===== config.mk =====
export PLATFORM = sky130hd
export DESIGN_NAME = spcsm_spi_clock_stop
export DESIGN_NICKNAME = d
export VERILOG_FILES = /design/src/spcsm_pkg.sv /design/src/spcsm_clkgen.sv /design/src/spcsm_spi_clock_stop.sv
export SDC_FILE = /design/constraint.sdc
export NUM_CORES = 1
export LEC_CHECK = 0
export ABC_AREA = 1
export BUFFER_PORTS_ARGS = -buffer_cell sky130_fd_sc_hd__buf_2
export CAP_MARGIN = 20
export CORE_MARGIN = 4
export CORE_UTILIZATION = 55
export DETAILED_ROUTE_END_ITERATION = 8
export PLACE_DENSITY = 0.76
export SLEW_MARGIN = 20
export SYNTH_ARGS = -nofsm -noshare
export SYNTH_HDL_FRONTEND = slang
export SYNTH_SLANG_ARGS = --single-unit

===== constraint.sdc =====
create_clock -name REF_CLK_I -period 1.62 [get_ports REF_CLK_I]
set_input_delay 0.081 -clock REF_CLK_I [delete_from_list [all_inputs] [get_ports REF_CLK_I]]
set_output_delay 0.081 -clock REF_CLK_I [all_outputs]
set_load 0.02 [all_outputs]

===== src/spcsm_pkg.sv =====
// constants, state encoding and timing figures of the clock-stop serial port
// assumes the cpu clock is the only clock and the pins are sampled on it
package spcsm_pkg;

  // cpu clock period; h is half of it
  localparam int REF_CLK_PERIOD_NS = 50;
  localparam int H_NS              = REF_CLK_PERIOD_NS / 2;
  localparam int TWO_H_CYCLES      = (2 * H_NS) / REF_CLK_PERIOD_NS;

  // widths fixed at the documented values
  localparam int WORD_BITS = 8;
  localparam int DIV_W     = 8;
  localparam int LEN_W     = DIV_W + 1;
  localparam int CNT_W     = 4;
  localparam int GAP_W     = 10;

  // mode settings accepted by the block
  localparam logic [1:0]       CLK_STOP_DELAYED = 2'h3;
  localparam logic             CLK_POL_HIGH     = 1'h1;
  localparam logic             SYNC_POL_LOW     = 1'h1;
  localparam logic [3:0]       MASTER_DIRS      = 4'hC;
  localparam logic [3:0]       SLAVE_DIRS       = 4'h0;
  localparam logic             SLAVE_SRC_CPU    = 1'h1;
  localparam logic [DIV_W-1:0] SLAVE_DIV        = 8'h01;
  localparam logic [DIV_W-1:0] MIN_DIV          = 8'h01;

  // counts and reset levels
  localparam logic [CNT_W-1:0]     LAST_BIT   = 4'h8;
  localparam logic [CNT_W-1:0]     ONE_BIT    = 4'h1;
  localparam logic [LEN_W-1:0]     LEN_ONE    = 9'h001;
  localparam logic [GAP_W-1:0]     GAP_ONE    = 10'h001;
  localparam logic                 PIN_IDLE   = 1'h1;
  localparam logic [WORD_BITS-1:0] WORD_ZERO  = 8'h00;

  typedef enum logic [2:0]
  {
    ST_IDLE  = 3'b000,
    ST_LEAD  = 3'b001,
    ST_SHIFT = 3'b010,
    ST_TRAIL = 3'b011,
    ST_SLAVE = 3'b100
  } spcsm_state_e;

endpackage


===== src/spcsm_clkgen.sv =====
// sample-rate clock generator: cpu clock divided by divide + 1, with a divide of 0 run as 1
// assumes divide stays stable while run_i is high
module spcsm_clkgen
(
  input  wire logic                            clk_i,
  input  wire logic                            rstn_i,
  input  wire logic                            run_i,
  input  wire logic [spcsm_pkg::DIV_W-1:0]     divide_i,
  output logic                                 level_o,
  output logic                                 rise_o,
  output logic                                 fall_o,
  output logic      [spcsm_pkg::LEN_W-1:0]     c_len_o,
  output logic      [spcsm_pkg::LEN_W-1:0]     d_len_o,
  output logic      [spcsm_pkg::LEN_W-1:0]     t_len_o
);

  logic [spcsm_pkg::DIV_W-1:0] div_eff;
  logic [spcsm_pkg::LEN_W-1:0] half_cnt;
  logic [spcsm_pkg::LEN_W-1:0] cnt_reg;

  // divide 0 would need a half-cycle phase, so it runs as 1
  assign div_eff  = (divide_i < spcsm_pkg::MIN_DIV) ? spcsm_pkg::MIN_DIV : divide_i;
  assign half_cnt = {1'b0, div_eff} + spcsm_pkg::LEN_ONE;
  // period, low and high time in cpu cycles
  assign t_len_o  = spcsm_pkg::LEN_W'(half_cnt * spcsm_pkg::TWO_H_CYCLES);
  assign c_len_o  = spcsm_pkg::LEN_W'((half_cnt >> 1) * spcsm_pkg::TWO_H_CYCLES);
  assign d_len_o  = t_len_o - c_len_o;

  // phase counter; one-cycle pulses mark each edge of the divided clock
  always_ff @(posedge clk_i or negedge rstn_i)
  begin
    if (!rstn_i)
    begin
      cnt_reg <= '0;
      level_o <= spcsm_pkg::PIN_IDLE;
      rise_o  <= 1'b0;
      fall_o  <= 1'b0;
    end
    else if (!run_i)
    begin
      cnt_reg <= '0;
      level_o <= spcsm_pkg::PIN_IDLE;
      rise_o  <= 1'b0;
      fall_o  <= 1'b0;
    end
    else
    begin
      rise_o <= 1'b0;
      fall_o <= 1'b0;
      // >= so a shortened divide cannot strand the counter
      if (level_o && (cnt_reg >= d_len_o - spcsm_pkg::LEN_ONE))
      begin
        level_o <= 1'b0;
        cnt_reg <= '0;
        fall_o  <= 1'b1;
      end
      else if (!level_o && (cnt_reg >= c_len_o - spcsm_pkg::LEN_ONE))
      begin
        level_o <= 1'b1;
        cnt_reg <= '0;
        rise_o  <= 1'b1;
      end
      else
      begin
        cnt_reg <= cnt_reg + spcsm_pkg::LEN_ONE;
      end
    end
  end

endmodule


===== src/spcsm_spi_clock_stop.sv =====
// clock-stop spi port, master or slave, delayed-clock mode with clock polarity 1
// assumes all pin inputs are synchronous to REF_CLK_I and settings are static during a frame
// Operation
// - every slave setup runs the internal sample clock at half the cpu clock, source select and divide both 1.
// - the slave enable goes low before the serial clock moves, and the transfer then starts on the clock.
// - as master the serial clock period is (1 + divide) times 2h, with a divide of 0 run as 1.
// - the clock low time is half the period for odd or zero divide, else divide/2 times 2h.
// - the clock high time is half the period for odd or zero divide, else (divide/2 + 1) times 2h.
// - both sync polarity bits are 1, and as master the transmit sync pin is an active-low slave enable.
// - as slave the active-low enables on both sync pins are inverted before internal use.
// - as master the transmit clock and sync directions are outputs, the receive ones inputs.
// - as slave all four clock and sync directions are inputs.
// - received data is sampled on the falling edge of the serial clock.
// - transmit data changes after each rising edge of the serial clock.
// - as master the enable goes low one full period before the first falling clock edge.
// - as master the enable stays low for one high time after the last rising edge.
// - the data output goes to high impedance right after the final rising clock edge.
// - as slave the first bit is driven in answer to the enable going low, before any clock edge.
// - h is half the cpu clock period.
module spcsm_spi_clock_stop
(
  input  wire logic                                REF_CLK_I,
  input  wire logic                                RSTN_I,
  input  wire logic [1:0]                          CLOCK_STOP_SELECT_I,
  input  wire logic                                TX_CLOCK_POLARITY_I,
  input  wire logic                                TX_SYNC_POLARITY_I,
  input  wire logic                                RX_SYNC_POLARITY_I,
  input  wire logic                                TX_CLOCK_DIR_I,
  input  wire logic                                TX_SYNC_DIR_I,
  input  wire logic                                RX_CLOCK_DIR_I,
  input  wire logic                                RX_SYNC_DIR_I,
  input  wire logic                                SAMPLE_CLOCK_SOURCE_SEL_I,
  input  wire logic [spcsm_pkg::DIV_W-1:0]         SAMPLE_CLOCK_DIVIDE_I,
  input  wire logic                                START_I,
  input  wire logic [spcsm_pkg::WORD_BITS-1:0]     TX_DATA_I,
  output logic      [spcsm_pkg::WORD_BITS-1:0]     RX_DATA_O,
  output logic                                     RX_VALID_O,
  output logic                                     BUSY_O,
  output logic                                     CONFIG_ERROR_O,
  input  wire logic                                TX_SERIAL_CLOCK_PIN_I,
  output logic                                     TX_SERIAL_CLOCK_PIN_O,
  output logic                                     TX_SERIAL_CLOCK_PIN_OE_O,
  input  wire logic                                TX_FRAME_SYNC_PIN_I,
  output logic                                     TX_FRAME_SYNC_PIN_O,
  output logic                                     TX_FRAME_SYNC_PIN_OE_O,
  input  wire logic                                RX_FRAME_SYNC_PIN_I,
  output logic                                     SERIAL_DATA_OUT_PIN_O,
  output logic                                     SERIAL_DATA_OUT_PIN_OE_O,
  input  wire logic                                SERIAL_DATA_IN_PIN_I
);

  spcsm_pkg::spcsm_state_e           state_reg;
  logic [3:0]                        dirs;
  logic                              common_ok;
  logic                              master_cfg;
  logic                              slave_cfg;
  logic                              gen_level;
  logic                              gen_rise;
  logic                              gen_fall;
  logic [spcsm_pkg::LEN_W-1:0]       c_len;
  logic [spcsm_pkg::LEN_W-1:0]       d_len;
  logic [spcsm_pkg::LEN_W-1:0]       t_len;
  logic                              pending_reg;
  logic [spcsm_pkg::WORD_BITS-1:0]   hold_reg;
  logic [spcsm_pkg::WORD_BITS-1:0]   tx_sh_reg;
  logic [spcsm_pkg::WORD_BITS-1:0]   rx_sh_reg;
  logic [spcsm_pkg::CNT_W-1:0]       bit_cnt_reg;
  logic                              sl_en_now;
  logic                              sl_rx_en;
  logic                              sl_en_reg;
  logic                              sl_sclk_reg;
  logic                              sl_start;
  logic                              sl_stop;
  logic                              sl_fall;
  logic                              sl_rise;
  logic                              abort;
  logic                              sample_strobe;
  logic                              first_drive;
  logic                              shift_out;
  logic                              release_out;
  logic                              frame_done;
  logic                              last_bit;

  // mode decode from the configuration pins
  assign dirs       = {TX_CLOCK_DIR_I, TX_SYNC_DIR_I, RX_CLOCK_DIR_I, RX_SYNC_DIR_I};
  assign common_ok  = (CLOCK_STOP_SELECT_I == spcsm_pkg::CLK_STOP_DELAYED)
                   && (TX_CLOCK_POLARITY_I == spcsm_pkg::CLK_POL_HIGH)
                   && (TX_SYNC_POLARITY_I == spcsm_pkg::SYNC_POL_LOW)
                   && (RX_SYNC_POLARITY_I == spcsm_pkg::SYNC_POL_LOW);
  assign master_cfg = common_ok && (dirs == spcsm_pkg::MASTER_DIRS);
  assign slave_cfg  = common_ok && (dirs == spcsm_pkg::SLAVE_DIRS)
                   && (SAMPLE_CLOCK_SOURCE_SEL_I == spcsm_pkg::SLAVE_SRC_CPU)
                   && (SAMPLE_CLOCK_DIVIDE_I == spcsm_pkg::SLAVE_DIV);

  // divided clock: master edges, and the cpu/2 sampling tick of the slave
  spcsm_clkgen u_clkgen
  (
    .clk_i    (REF_CLK_I),
    .rstn_i   (RSTN_I),
    .run_i    (master_cfg || slave_cfg),
    .divide_i (SAMPLE_CLOCK_DIVIDE_I),
    .level_o  (gen_level),
    .rise_o   (gen_rise),
    .fall_o   (gen_fall),
    .c_len_o  (c_len),
    .d_len_o  (d_len),
    .t_len_o  (t_len)
  );

  // slave pins are looked at once per tick; enables are active low outside
  assign sl_en_now = !TX_FRAME_SYNC_PIN_I;
  assign sl_rx_en  = !RX_FRAME_SYNC_PIN_I;
  assign sl_start  = slave_cfg && gen_fall && sl_en_now && !sl_en_reg;
  assign sl_stop   = gen_fall && !sl_en_now && sl_en_reg;
  assign sl_fall   = gen_fall && sl_en_now && sl_sclk_reg && !TX_SERIAL_CLOCK_PIN_I;
  assign sl_rise   = gen_fall && sl_en_now && !sl_sclk_reg && TX_SERIAL_CLOCK_PIN_I;

  // frame strobes shared by both roles
  assign last_bit      = (bit_cnt_reg == spcsm_pkg::LAST_BIT);
  assign abort         = (state_reg != spcsm_pkg::ST_IDLE) && !master_cfg && !slave_cfg;
  assign sample_strobe = ((state_reg == spcsm_pkg::ST_LEAD || state_reg == spcsm_pkg::ST_SHIFT) && gen_fall)
                      || (state_reg == spcsm_pkg::ST_SLAVE && sl_fall && sl_rx_en && !last_bit);
  assign first_drive   = (state_reg == spcsm_pkg::ST_LEAD && gen_rise)
                      || (state_reg == spcsm_pkg::ST_IDLE && sl_start);
  assign shift_out     = ((state_reg == spcsm_pkg::ST_SHIFT && gen_rise)
                      || (state_reg == spcsm_pkg::ST_SLAVE && sl_rise)) && !last_bit;
  assign release_out   = ((state_reg == spcsm_pkg::ST_SHIFT && gen_rise)
                      || (state_reg == spcsm_pkg::ST_SLAVE && sl_rise)) && last_bit
                      || (state_reg == spcsm_pkg::ST_SLAVE && sl_stop) || abort;
  assign frame_done    = (state_reg == spcsm_pkg::ST_TRAIL && gen_fall && !abort)
                      || (state_reg == spcsm_pkg::ST_SLAVE && sl_stop && last_bit);

  // frame sequencer; master frames align to a divided-clock falling edge
  always_ff @(posedge REF_CLK_I or negedge RSTN_I)
  begin
    if (!RSTN_I)
    begin
      state_reg <= spcsm_pkg::ST_IDLE;
    end
    else if (abort)
    begin
      state_reg <= spcsm_pkg::ST_IDLE;
    end
    else
    begin
      case (state_reg)
        spcsm_pkg::ST_IDLE:
        begin
          if (master_cfg && pending_reg && gen_fall)
            state_reg <= spcsm_pkg::ST_LEAD;
          else if (sl_start)
            state_reg <= spcsm_pkg::ST_SLAVE;
        end
        spcsm_pkg::ST_LEAD:
          if (gen_fall)
            state_reg <= spcsm_pkg::ST_SHIFT;
        spcsm_pkg::ST_SHIFT:
          if (gen_rise && last_bit)
            state_reg <= spcsm_pkg::ST_TRAIL;
        spcsm_pkg::ST_TRAIL:
          if (gen_fall)
            state_reg <= spcsm_pkg::ST_IDLE;
        spcsm_pkg::ST_SLAVE:
          if (sl_stop)
            state_reg <= spcsm_pkg::ST_IDLE;
        default:
          state_reg <= spcsm_pkg::ST_IDLE;
      endcase
    end
  end
  // start request and transmit word; a start outside ST_IDLE is ignored
  always_ff @(posedge REF_CLK_I or negedge RSTN_I)
  begin
    if (!RSTN_I)
    begin
      pending_reg <= 1'b0;
      hold_reg    <= spcsm_pkg::WORD_ZERO;
    end
    else if (state_reg == spcsm_pkg::ST_IDLE && START_I)
    begin
      pending_reg <= 1'b1;
      hold_reg    <= TX_DATA_I;
    end
    else if (state_reg == spcsm_pkg::ST_LEAD || !master_cfg)
    begin
      pending_reg <= 1'b0;
    end
  end
  // slave pin history, taken on the cpu/2 tick only
  always_ff @(posedge REF_CLK_I or negedge RSTN_I)
  begin
    if (!RSTN_I)
    begin
      sl_en_reg   <= 1'b0;
      sl_sclk_reg <= spcsm_pkg::PIN_IDLE;
    end
    else if (gen_fall && slave_cfg)
    begin
      sl_en_reg   <= sl_en_now;
      sl_sclk_reg <= TX_SERIAL_CLOCK_PIN_I;
    end
    else if (!slave_cfg)
    begin
      sl_en_reg   <= 1'b0;
    end
  end
  // bit counter counts samples taken in the frame
  always_ff @(posedge REF_CLK_I or negedge RSTN_I)
  begin
    if (!RSTN_I)
      bit_cnt_reg <= '0;
    else if (state_reg == spcsm_pkg::ST_IDLE)
      bit_cnt_reg <= '0;
    else if (sample_strobe)
      bit_cnt_reg <= bit_cnt_reg + spcsm_pkg::ONE_BIT;
  end
  // transmit shifter, msb first
  always_ff @(posedge REF_CLK_I or negedge RSTN_I)
  begin
    if (!RSTN_I)
    begin
      tx_sh_reg                <= spcsm_pkg::WORD_ZERO;
      SERIAL_DATA_OUT_PIN_O    <= 1'b0;
      SERIAL_DATA_OUT_PIN_OE_O <= 1'b0;
    end
    else if (release_out)
    begin
      SERIAL_DATA_OUT_PIN_OE_O <= 1'b0;
    end
    else if (first_drive)
    begin
      // slave drives on the enable alone, no clock edge needed
      tx_sh_reg                <= hold_reg;
      SERIAL_DATA_OUT_PIN_O    <= hold_reg[spcsm_pkg::WORD_BITS-1];
      SERIAL_DATA_OUT_PIN_OE_O <= 1'b1;
    end
    else if (shift_out)
    begin
      tx_sh_reg             <= {tx_sh_reg[spcsm_pkg::WORD_BITS-2:0], 1'b0};
      SERIAL_DATA_OUT_PIN_O <= tx_sh_reg[spcsm_pkg::WORD_BITS-2];
    end
  end
  // receive shifter and word hand-off
  always_ff @(posedge REF_CLK_I or negedge RSTN_I)
  begin
    if (!RSTN_I)
    begin
      rx_sh_reg  <= spcsm_pkg::WORD_ZERO;
      RX_DATA_O  <= spcsm_pkg::WORD_ZERO;
      RX_VALID_O <= 1'b0;
    end
    else
    begin
      RX_VALID_O <= frame_done;
      if (sample_strobe)
        rx_sh_reg <= {rx_sh_reg[spcsm_pkg::WORD_BITS-2:0], SERIAL_DATA_IN_PIN_I};
      if (frame_done)
        RX_DATA_O <= rx_sh_reg;
    end
  end
  // master clock and enable pins; clock idles high with polarity 1
  always_ff @(posedge REF_CLK_I or negedge RSTN_I)
  begin
    if (!RSTN_I)
    begin
      TX_SERIAL_CLOCK_PIN_O <= spcsm_pkg::PIN_IDLE;
      TX_FRAME_SYNC_PIN_O   <= spcsm_pkg::PIN_IDLE;
    end
    else if (abort || state_reg == spcsm_pkg::ST_IDLE)
    begin
      TX_SERIAL_CLOCK_PIN_O <= spcsm_pkg::PIN_IDLE;
      // inverted frame sync: low while the frame runs
      TX_FRAME_SYNC_PIN_O   <= !(master_cfg && pending_reg && gen_fall);
    end
    else
    begin
      if ((state_reg == spcsm_pkg::ST_LEAD || state_reg == spcsm_pkg::ST_SHIFT) && gen_fall)
        TX_SERIAL_CLOCK_PIN_O <= 1'b0;
      else if (state_reg == spcsm_pkg::ST_SHIFT && gen_rise)
        TX_SERIAL_CLOCK_PIN_O <= 1'b1;
      if (state_reg == spcsm_pkg::ST_TRAIL && gen_fall)
        TX_FRAME_SYNC_PIN_O <= spcsm_pkg::PIN_IDLE;
    end
  end
  // pin directions and status
  always_ff @(posedge REF_CLK_I or negedge RSTN_I)
  begin
    if (!RSTN_I)
    begin
      TX_SERIAL_CLOCK_PIN_OE_O <= 1'b0;
      TX_FRAME_SYNC_PIN_OE_O   <= 1'b0;
      BUSY_O                   <= 1'b0;
      CONFIG_ERROR_O           <= 1'b0;
    end
    else
    begin
      TX_SERIAL_CLOCK_PIN_OE_O <= master_cfg;
      TX_FRAME_SYNC_PIN_OE_O   <= master_cfg;
      BUSY_O                   <= pending_reg || (state_reg != spcsm_pkg::ST_IDLE);
      CONFIG_ERROR_O           <= !(master_cfg || slave_cfg);
    end
  end
  // helper for the checks: cycles since the clock or enable pin last moved
  logic [spcsm_pkg::GAP_W-1:0] gap_reg;
  logic                        prev_clk_reg;
  logic                        prev_sync_reg;
  always_ff @(posedge REF_CLK_I or negedge RSTN_I)
  begin
    if (!RSTN_I)
    begin
      gap_reg       <= '0;
      prev_clk_reg  <= spcsm_pkg::PIN_IDLE;
      prev_sync_reg <= spcsm_pkg::PIN_IDLE;
    end
    else
    begin
      prev_clk_reg  <= TX_SERIAL_CLOCK_PIN_O;
      prev_sync_reg <= TX_FRAME_SYNC_PIN_O;
      if (TX_SERIAL_CLOCK_PIN_O != prev_clk_reg || TX_FRAME_SYNC_PIN_O != prev_sync_reg)
        gap_reg <= spcsm_pkg::GAP_ONE;
      else if (gap_reg != '1)
        gap_reg <= gap_reg + spcsm_pkg::GAP_ONE;
    end
  end
endmodule


# Word level (Yosys, flattened, before mapping)
# Index checks and enable logic that the tools add are counted.
# W data, S select, Z words.
dict set report word_totals {
  output_inout_bits 17
  elab_cells 156
  inputBits 33
  ff_bits 61
}
dict set report op_classes {
  n_addsub 6
  muxes 37
  bitwise 1
  eq_ne 15
  magnitude_cmp 3
  n_reduce_logical 73
}
# operator n
set op_table {}
lappend op_table {{$logic_and A1 B1 Y1} 39}
lappend op_table {{$mux W9} 3}
lappend op_table {{$mux W1} 21}
lappend op_table {{$mux W3} 7}
lappend op_table {{$ge A9 B9 Y1} 2}
lappend op_table {{$pmux W3 S5} 1}
lappend op_table {{$mux W7} 2}
lappend op_table {{$logic_not A1 Y1} 12}
lappend op_table {{$logic_or A1 B1 Y1} 11}
lappend op_table {{$reduce_bool A2 Y1} 5}
lappend op_table {{$add A8 B1 Y9 const B} 1}
lappend op_table {{$add A9 B1 Y9 const B} 1}
lappend op_table {{$ne A3 B3 Y1 const B} 3}
lappend op_table {{$sub A8 B1 Y9 const B} 1}
lappend op_table {{$sub A9 B1 Y9 const B} 1}
lappend op_table {{$sub A9 B8 Y9} 1}
lappend op_table {{$eq A4 B4 Y1 const B} 2}
lappend op_table {{$eq A8 B1 Y1 const B} 1}
lappend op_table {{$lt A8 B1 Y1 const B} 1}
lappend op_table {{$mux W4} 2}
lappend op_table {{$mux W8} 1}
lappend op_table {{$eq A3 B2 Y1 const B} 2}
lappend op_table {{$ne A3 B2 Y1 const B} 2}
lappend op_table {{$reduce_bool A3 Y1} 2}
lappend op_table {{11 further kinds} 11}

# Logic depth before layout (Yosys ltp)
dict set report logic_depth {
  word_depth 14
  mapped_depth 30
  ltp_nobuf 29
}

# Modules after synthesis
# Synthesis repeated with hierarchy kept, for this count alone.
dict set report unflattened {
  cells_unflattened 635
  hier_area_um2 4636.9
}
# module cells_per_inst n_inst area_each_um2 seq_area_each_um2
set modules_own_cells {}
lappend modules_own_cells {spcsm_spi_clock_stop 306 1 2504.9 1229.9}
lappend modules_own_cells {spcsm_clkgen 329 1 2132.0 301.5}

# Worst setup path before layout
# Ideal clock, no wire load.
dict set report synth_timing {
  path_kind {in2reg}
  from {input SAMPLE_CLOCK_DIVIDE_I[2] (netlist name)}
  to {register u_clkgen.cnt_reg[0] (netlist name)}
  path_buffers 1
  path_slack_ns -1.643
  t_arrival_ns 3.189
  required_time_ns 1.546
  setup_ns 0.074
  cell_stages 28
  cell_sequence {buf_4 > inv_2 > nand2_2 > nor2_2 > nand2_1 > inv_1 > nor2_1 > inv_1 > ha_1 > nand4_1 > o21ai_0 > nand2_1 > ha_1 > nand2_1 > inv_1 > nand3_1 > nand3_1 > nand2_1 > nand2_1 > nand2_1 > nand2_1 > ha_1 > a21oi_1 > o21a_1 > nand4_1 > nand2_1 > nand3_2 > nor2_1}
}
dict set report synth_via {
  elab_chain_len 9
  word_cells_on_any_way 16
  cone_classes {add/sub: 4; order compare: 3; eq/ne: 1; mux: 4; reduce/logical: 4}
}
# item line_no
set synth_rtl {}
lappend synth_rtl {{start: declaration} spcsm_spi_clock_stop.sv:33} ;# input wire logic [spcsm_pkg::DIV_W-1:0] SAMPLE_CLOCK_DIVIDE_I,
lappend synth_rtl {{$lt A8 B1 Y1} spcsm_clkgen.sv:22} ;# assign div_eff = (divide_i < spcsm_pkg::MIN_DIV) ? spcsm_pkg::MIN_DIV : divide_i;
lappend synth_rtl {{$mux W8} spcsm_clkgen.sv:22}
lappend synth_rtl {{$add A8 B1 Y9} spcsm_clkgen.sv:23} ;# assign half_cnt = {1'b0, div_eff} + spcsm_pkg::LEN_ONE;
lappend synth_rtl {{$sub A9 B8 Y9 or $sub A8 B1 Y9 (tied branches)} {spcsm_clkgen.sv:27, spcsm_clkgen.sv:57}}
lappend synth_rtl {{$sub A9 B1 Y9 or $ge A9 B9 Y1 (tied branches)} {spcsm_clkgen.sv:51, spcsm_clkgen.sv:57}}
lappend synth_rtl {{$ge A9 B9 Y1 or $logic_and A1 B1 Y1 (tied branches)} {spcsm_clkgen.sv:51, spcsm_clkgen.sv:57}}
lappend synth_rtl {{$logic_and A1 B1 Y1 or $mux W9 (tied branches)} {spcsm_clkgen.sv:51, spcsm_clkgen.sv:57}}
lappend synth_rtl {{$mux W9} spcsm_clkgen.sv:51} ;# if (level_o && (cnt_reg >= d_len_o - spcsm_pkg::LEN_ONE))
lappend synth_rtl {{$mux W9 (*)} spcsm_clkgen.sv:39} ;# else if (!run_i)
lappend synth_rtl {{end signal: assignment} spcsm_clkgen.sv:65} ;# cnt_reg <= cnt_reg + spcsm_pkg::LEN_ONE;
lappend synth_rtl {{end: declaration} spcsm_clkgen.sv:19} ;# logic [spcsm_pkg::LEN_W-1:0] cnt_reg;
# Mark *: on every way between the ends. The rest lies on a longest branch, timed or not.
# A chain may end at the register's enable or synchronous reset.

# Final worst setup path
dict set report layout_timing {
  from {input SAMPLE_CLOCK_DIVIDE_I[7] (netlist name)}
  to {register u_clkgen.cnt_reg[6] (netlist name)}
}
# The elaborated chain is that of the path after synthesis.

==> results.md <==
Run status:
- The flow ran to the end, but the final reports show violations.
- The checks that failed: negative setup slack.

Finish:
- From synthesis to final layout, the design area changed by 47.1%.
- After routing the design area is 5920 um^2.
- The number of nets in the final layout is 737.
- Leaving out filler cells and counting taps, the final layout contains 765.
- Cells with a size suffix above 1 make up 43.5% of the layout.
- The count of antenna diodes in the layout is 0.
- Fill cells in the final layout number 361.
- The number of flip-flops under the largest register name is 9.

Timing:
- The total of endpoints with negative setup slack in the final report is 22.
- The worst-case headroom to the max-slew limit is 78.0%.
- The slew at the pin closest to its max-slew limit is 0.330 ns.
- Timing would allow up to 319 MHz.
- After layout, the minimum clock period comes to 3.14 ns.
- After layout, the worst setup slack is -1.52 ns.
- The number of pins with negative max-slew slack in the final report came to 0.
- In the finished design, the share of the clock period the worst path needs comes to 194%.
- Setup repair after global routing could not meet its margin everywhere.
- The hold violation total from the final report is 0.
- The post-route clock skew is 0.00831 ns.
- The worst hold margin is 0.0317 ns.

Critical path:
- The worst reg2reg path startpoint is u_clkgen.cnt_reg[4].
- In this run the worst path has a maximum fanout of 5.
- For the worst setup path, the data required time is 1.88 ns.
- The critical path launch point is SAMPLE_CLOCK_DIVIDE_I[7].
- The slack of the worst reg-to-reg path is -0.18 ns.
- The critical path is of the input port to flip-flop type.
- The data arrival at the endpoint of the critical path is 3.40 ns.
- The endpoint class of the critical path is a flip-flop.
- For the worst flop-to-flop path, the logic depth is 8.
- The capture point of the critical path is u_clkgen.cnt_reg[6].
- The worst setup path is launched from an input port.
- The end of the worst register-to-register path is u_clkgen.cnt_reg[6].

Die:
- The floorplan step defined a core boundary enclosing 6940 um^2.
- From left edge to right edge, the die measures 93.5 um.
- The number of cell rows is 30.
- Once the floorplan was initialized, standard cells occupied 58.0% of the core.
- The area of the die is 8750 um^2.
- For this design the top-level I/O count stands at 50.
- The die boundary height is 93.5 um.

Place:
- After legalization and detailed placement, the total HPWL measured 7.34 mm.
- After detailed placement, the total cell area comes to 4920 um^2.
- The number of placed instances, taps included, is 707.
- The routability-driven placement congestion ratio is 0.942.
- The count of buffers inserted at the top-level ports is 49.

Clock network:
- The clock latency on the worst-skew pair is 0.33 ns.
- The total number of H-tree levels is 3.
- For this design, the sink count on the clock tree is 61.
- In this run, CTS created clock tree buffers numbering 9.
- TritonCTS built the clock tree.
- The cell sitting at the root of the clock tree is a sky130_fd_sc_hd__clkbuf_8.
- The maximum root-to-sink buffer count is 2.
- The clock transition at the registers of the reported paths is 0.07 ns.

Logic synthesis:
- The largest total area in the synthesized netlist belongs to sky130_fd_sc_hd__dfrtp_1.
- The post-synth net total is 582.
- In this run the mean area of a mapped cell was 7.91 um^2.
- In the synthesized netlist the dominant register cell turns out to be sky130_fd_sc_hd__dfrtp_1.
- Of the synthesized area, sequential elements account for 38.0%.
- By count the netlist is led by sky130_fd_sc_hd__nand2_1 (144), sky130_fd_sc_hd__dfrtp_1 (57), sky130_fd_sc_hd__inv_1 (53).
- The count of mapped cells out of synthesis is 509.
- Sorting the synthesized cells by area gives the leading types as sky130_fd_sc_hd__dfrtp_1 (35%), sky130_fd_sc_hd__nand2_1 (13%), sky130_fd_sc_hd__ha_1 (12%).
- Yosys printed 0 warnings.
- The post-synthesis register bit count is 61.
- For this run, asynchronously set or reset flops after synthesis account for 100%.
- The most common cell in the synthesized netlist is sky130_fd_sc_hd__nand2_1.
- The combined area of all synthesized cells is 4030 um^2.
- Counting flops with a built-in enable in the synthesized netlist gives 0.
- The unique cell type count in the Yosys netlist is 34.
- The area fraction of the dominant cell type after synthesis is 35.4%.

Pwr:
- The clock network is responsible for 23.0% of the overall power.
- For this design the total switching power over the nets is 1870 uW.
- The net switching fraction of the power is 37.2%.
- The cell-internal power is 3150 uW.
- The worst-case IR drop observed on VDD is 0.614 mV.
- Combinational cells account for 40.1% of the total power.
- The sequential share of power is 36.9%.
- Dividing total power by cell area gives a power density of 848 nW/um^2.
- The leakage power is 0.00300 uW.

Global routing:
- The aggregate global-route resource usage is 24.6%.
- The sum of overflow across all layers after global routing is 0.
- The number of global-route vias before repair was 3926.
- The fraction of met2 tracks used by global routing is 42.2%.
- Entering global routing, the biggest net connects 62 pins.
- The initial antenna violation count is 0.
- The global-route wire length before repair is 17.3 mm.
- Global routing consumed, on the met3 layer, 3.62% of the routing resources.
- In this run the most used layer during global routing was met2.
- Global routing consumed, on the met1 layer, 31.1% of the routing resources.

Drt:
- For this run, the detailed router's first-pass iteration total came to 5.
- The number of nets with antenna violations after detailed routing is 0.
- Wires add up to 12.5 mm.
- The number of DRC markers in iteration 0 is 244.
- After detailed routing, the number of remaining DRC violations is 0.
- Dividing the detail-routed via count by the number of cells gives 5.58.
- For this block, the via count after detailed routing is 4269.
- The post-detailed-route wirelength per cell is 16.4 um.

Min path:
- The min-delay analysis places its worst path in the category input port to flip-flop.

Run:
- The max capacitance violation total is 0.
[worst min path at each step]
stage                     cells after the start  slack (ns)             startpoint           to
after floorplan                               0       -0.21                 RSTN_I       BUSY_O
after global placement                        2        0.11                 RSTN_I   RX_VALID_O
after detailed placement                      2        0.12                 RSTN_I   RX_VALID_O
after CTS                                     3        0.03  TX_SERIAL_CLOCK_PIN_I  sl_sclk_reg
after global routing                          3        0.04  TX_SERIAL_CLOCK_PIN_I  sl_sclk_reg
final                                         3        0.03  TX_SERIAL_CLOCK_PIN_I  sl_sclk_reg
[cell usage in the layout (no fill, tap or decap), drive strengths merged, types with 4 or more instances in the layout]
cell type / Yosys / final
a21oi: 14 / 14
buf: 3 / 133
clkbuf: 1 / 11
clkinv: 1 / 5
dfrtp: 57 / 57
dfstp: 4 / 4
dlygate4sd3: 0 / 10
ha: 40 / 40
inv: 61 / 61
mux2: 8 / 8
nand2: 150 / 153
nand3: 40 / 41
nand3b: 6 / 6
nand4: 9 / 10
nor2: 56 / 56
nor3: 4 / 4
o21ai: 25 / 25
xnor2: 9 / 9
xor2: 12 / 12
[critical path, stage by stage]
cell and delay [ns]:
sky130_fd_sc_hd__buf_8 0.10, sky130_fd_sc_hd__inv_6 0.05, sky130_fd_sc_hd__nand2_4 0.05, sky130_fd_sc_hd__nor2_4 0.12
sky130_fd_sc_hd__nand2_2 0.08, sky130_fd_sc_hd__inv_2 0.08, sky130_fd_sc_hd__nor2_4 0.04, sky130_fd_sc_hd__inv_2 0.06
sky130_fd_sc_hd__ha_4 0.15, sky130_fd_sc_hd__nand3_1 0.11, sky130_fd_sc_hd__nand2_1 0.11, sky130_fd_sc_hd__nand2_2 0.10
sky130_fd_sc_hd__ha_1 0.36, sky130_fd_sc_hd__inv_2 0.08, sky130_fd_sc_hd__o21bai_2 0.11, sky130_fd_sc_hd__a21oi_4 0.18
sky130_fd_sc_hd__o21bai_1 0.11, sky130_fd_sc_hd__xnor2_1 0.27, sky130_fd_sc_hd__ha_1 0.31, sky130_fd_sc_hd__nand2_1 0.11
sky130_fd_sc_hd__nor2_4 0.05, sky130_fd_sc_hd__nand3b_1 0.09, sky130_fd_sc_hd__nand4_1 0.16, sky130_fd_sc_hd__nand2_2 0.19
sky130_fd_sc_hd__nand3_4 0.13, sky130_fd_sc_hd__nor2_1 0.12
[what timing repair did]
action	in CTS	in global routing
setup endpoints to repair	21	43
hold buffers	10	0
setup buffers	9	18
endpoints found under the hold margin	66	0
cloned	1	5
pin swaps	50	56
resized for setup	42	86
[per-stage QoR]
| step | worst slack [ns] | setup TNS, ns | utilization, % | total power (uW) |
|---|---|---|---|---|
| floorplan | -1.40 | -16.16 | - | 2770 |
| global placement | -1.55 | -18.26 | 70.9 | 3210 |
| detailed placement | -1.72 | -20.06 | 70.9 | 3270 |
| CTS | -1.24 | -14.38 | 78.2 | 4510 |
| global route | -1.64 | -20.65 | 85.3 | 5280 |
| finish | -1.52 | -18.17 | 85.3 | 5020 |
[kinds of logic after synthesis]
family	share of synthesized area, %
muxes	2.24
DFF	38.0
buffers and inverters	6.50
xor gates and xnor gates	4.76
AOI/OAI and AO/OA	6.34
adders and majority gates	12.4
and+or+nand+nor	29.7
[final cells by class]
class	instances	area, um^2	share of cell area [%]
Multi-Input combinational cell	387	2780	46.9
Sequential cell	61	1540	25.9
Timing Repair Buffer	143	1070	18.1
Inverter	62	255	4.31
Clock buffer	11	131	2.22
Tap cell	96	120	2.03
Clock inverter	5	27.5	0.465
[routing by layer]
layer | vias to the layer above | wire [um] | share of wire, %
li1 | 1964 | - | -
met1 | 2047 | 4810 | 38
met2 | 197 | 6510 | 52
met3 | 61 | 652 | 5.2
met4 | 0 | 579 | 4.6
met5 | - | 0 | 0
[power by group through the flow]
stage               registers [uW]  logic [uW]  clock network, uW
CTS                           1820        1530               1160
detailed placement            1850        1420                  0
global route                  1860        2180               1240
floorplan                     1820         944                  0
finish                        1850        2010               1160
global placement              1840        1380                  0
No activity file was read; power rests on OpenSTA's default activity.
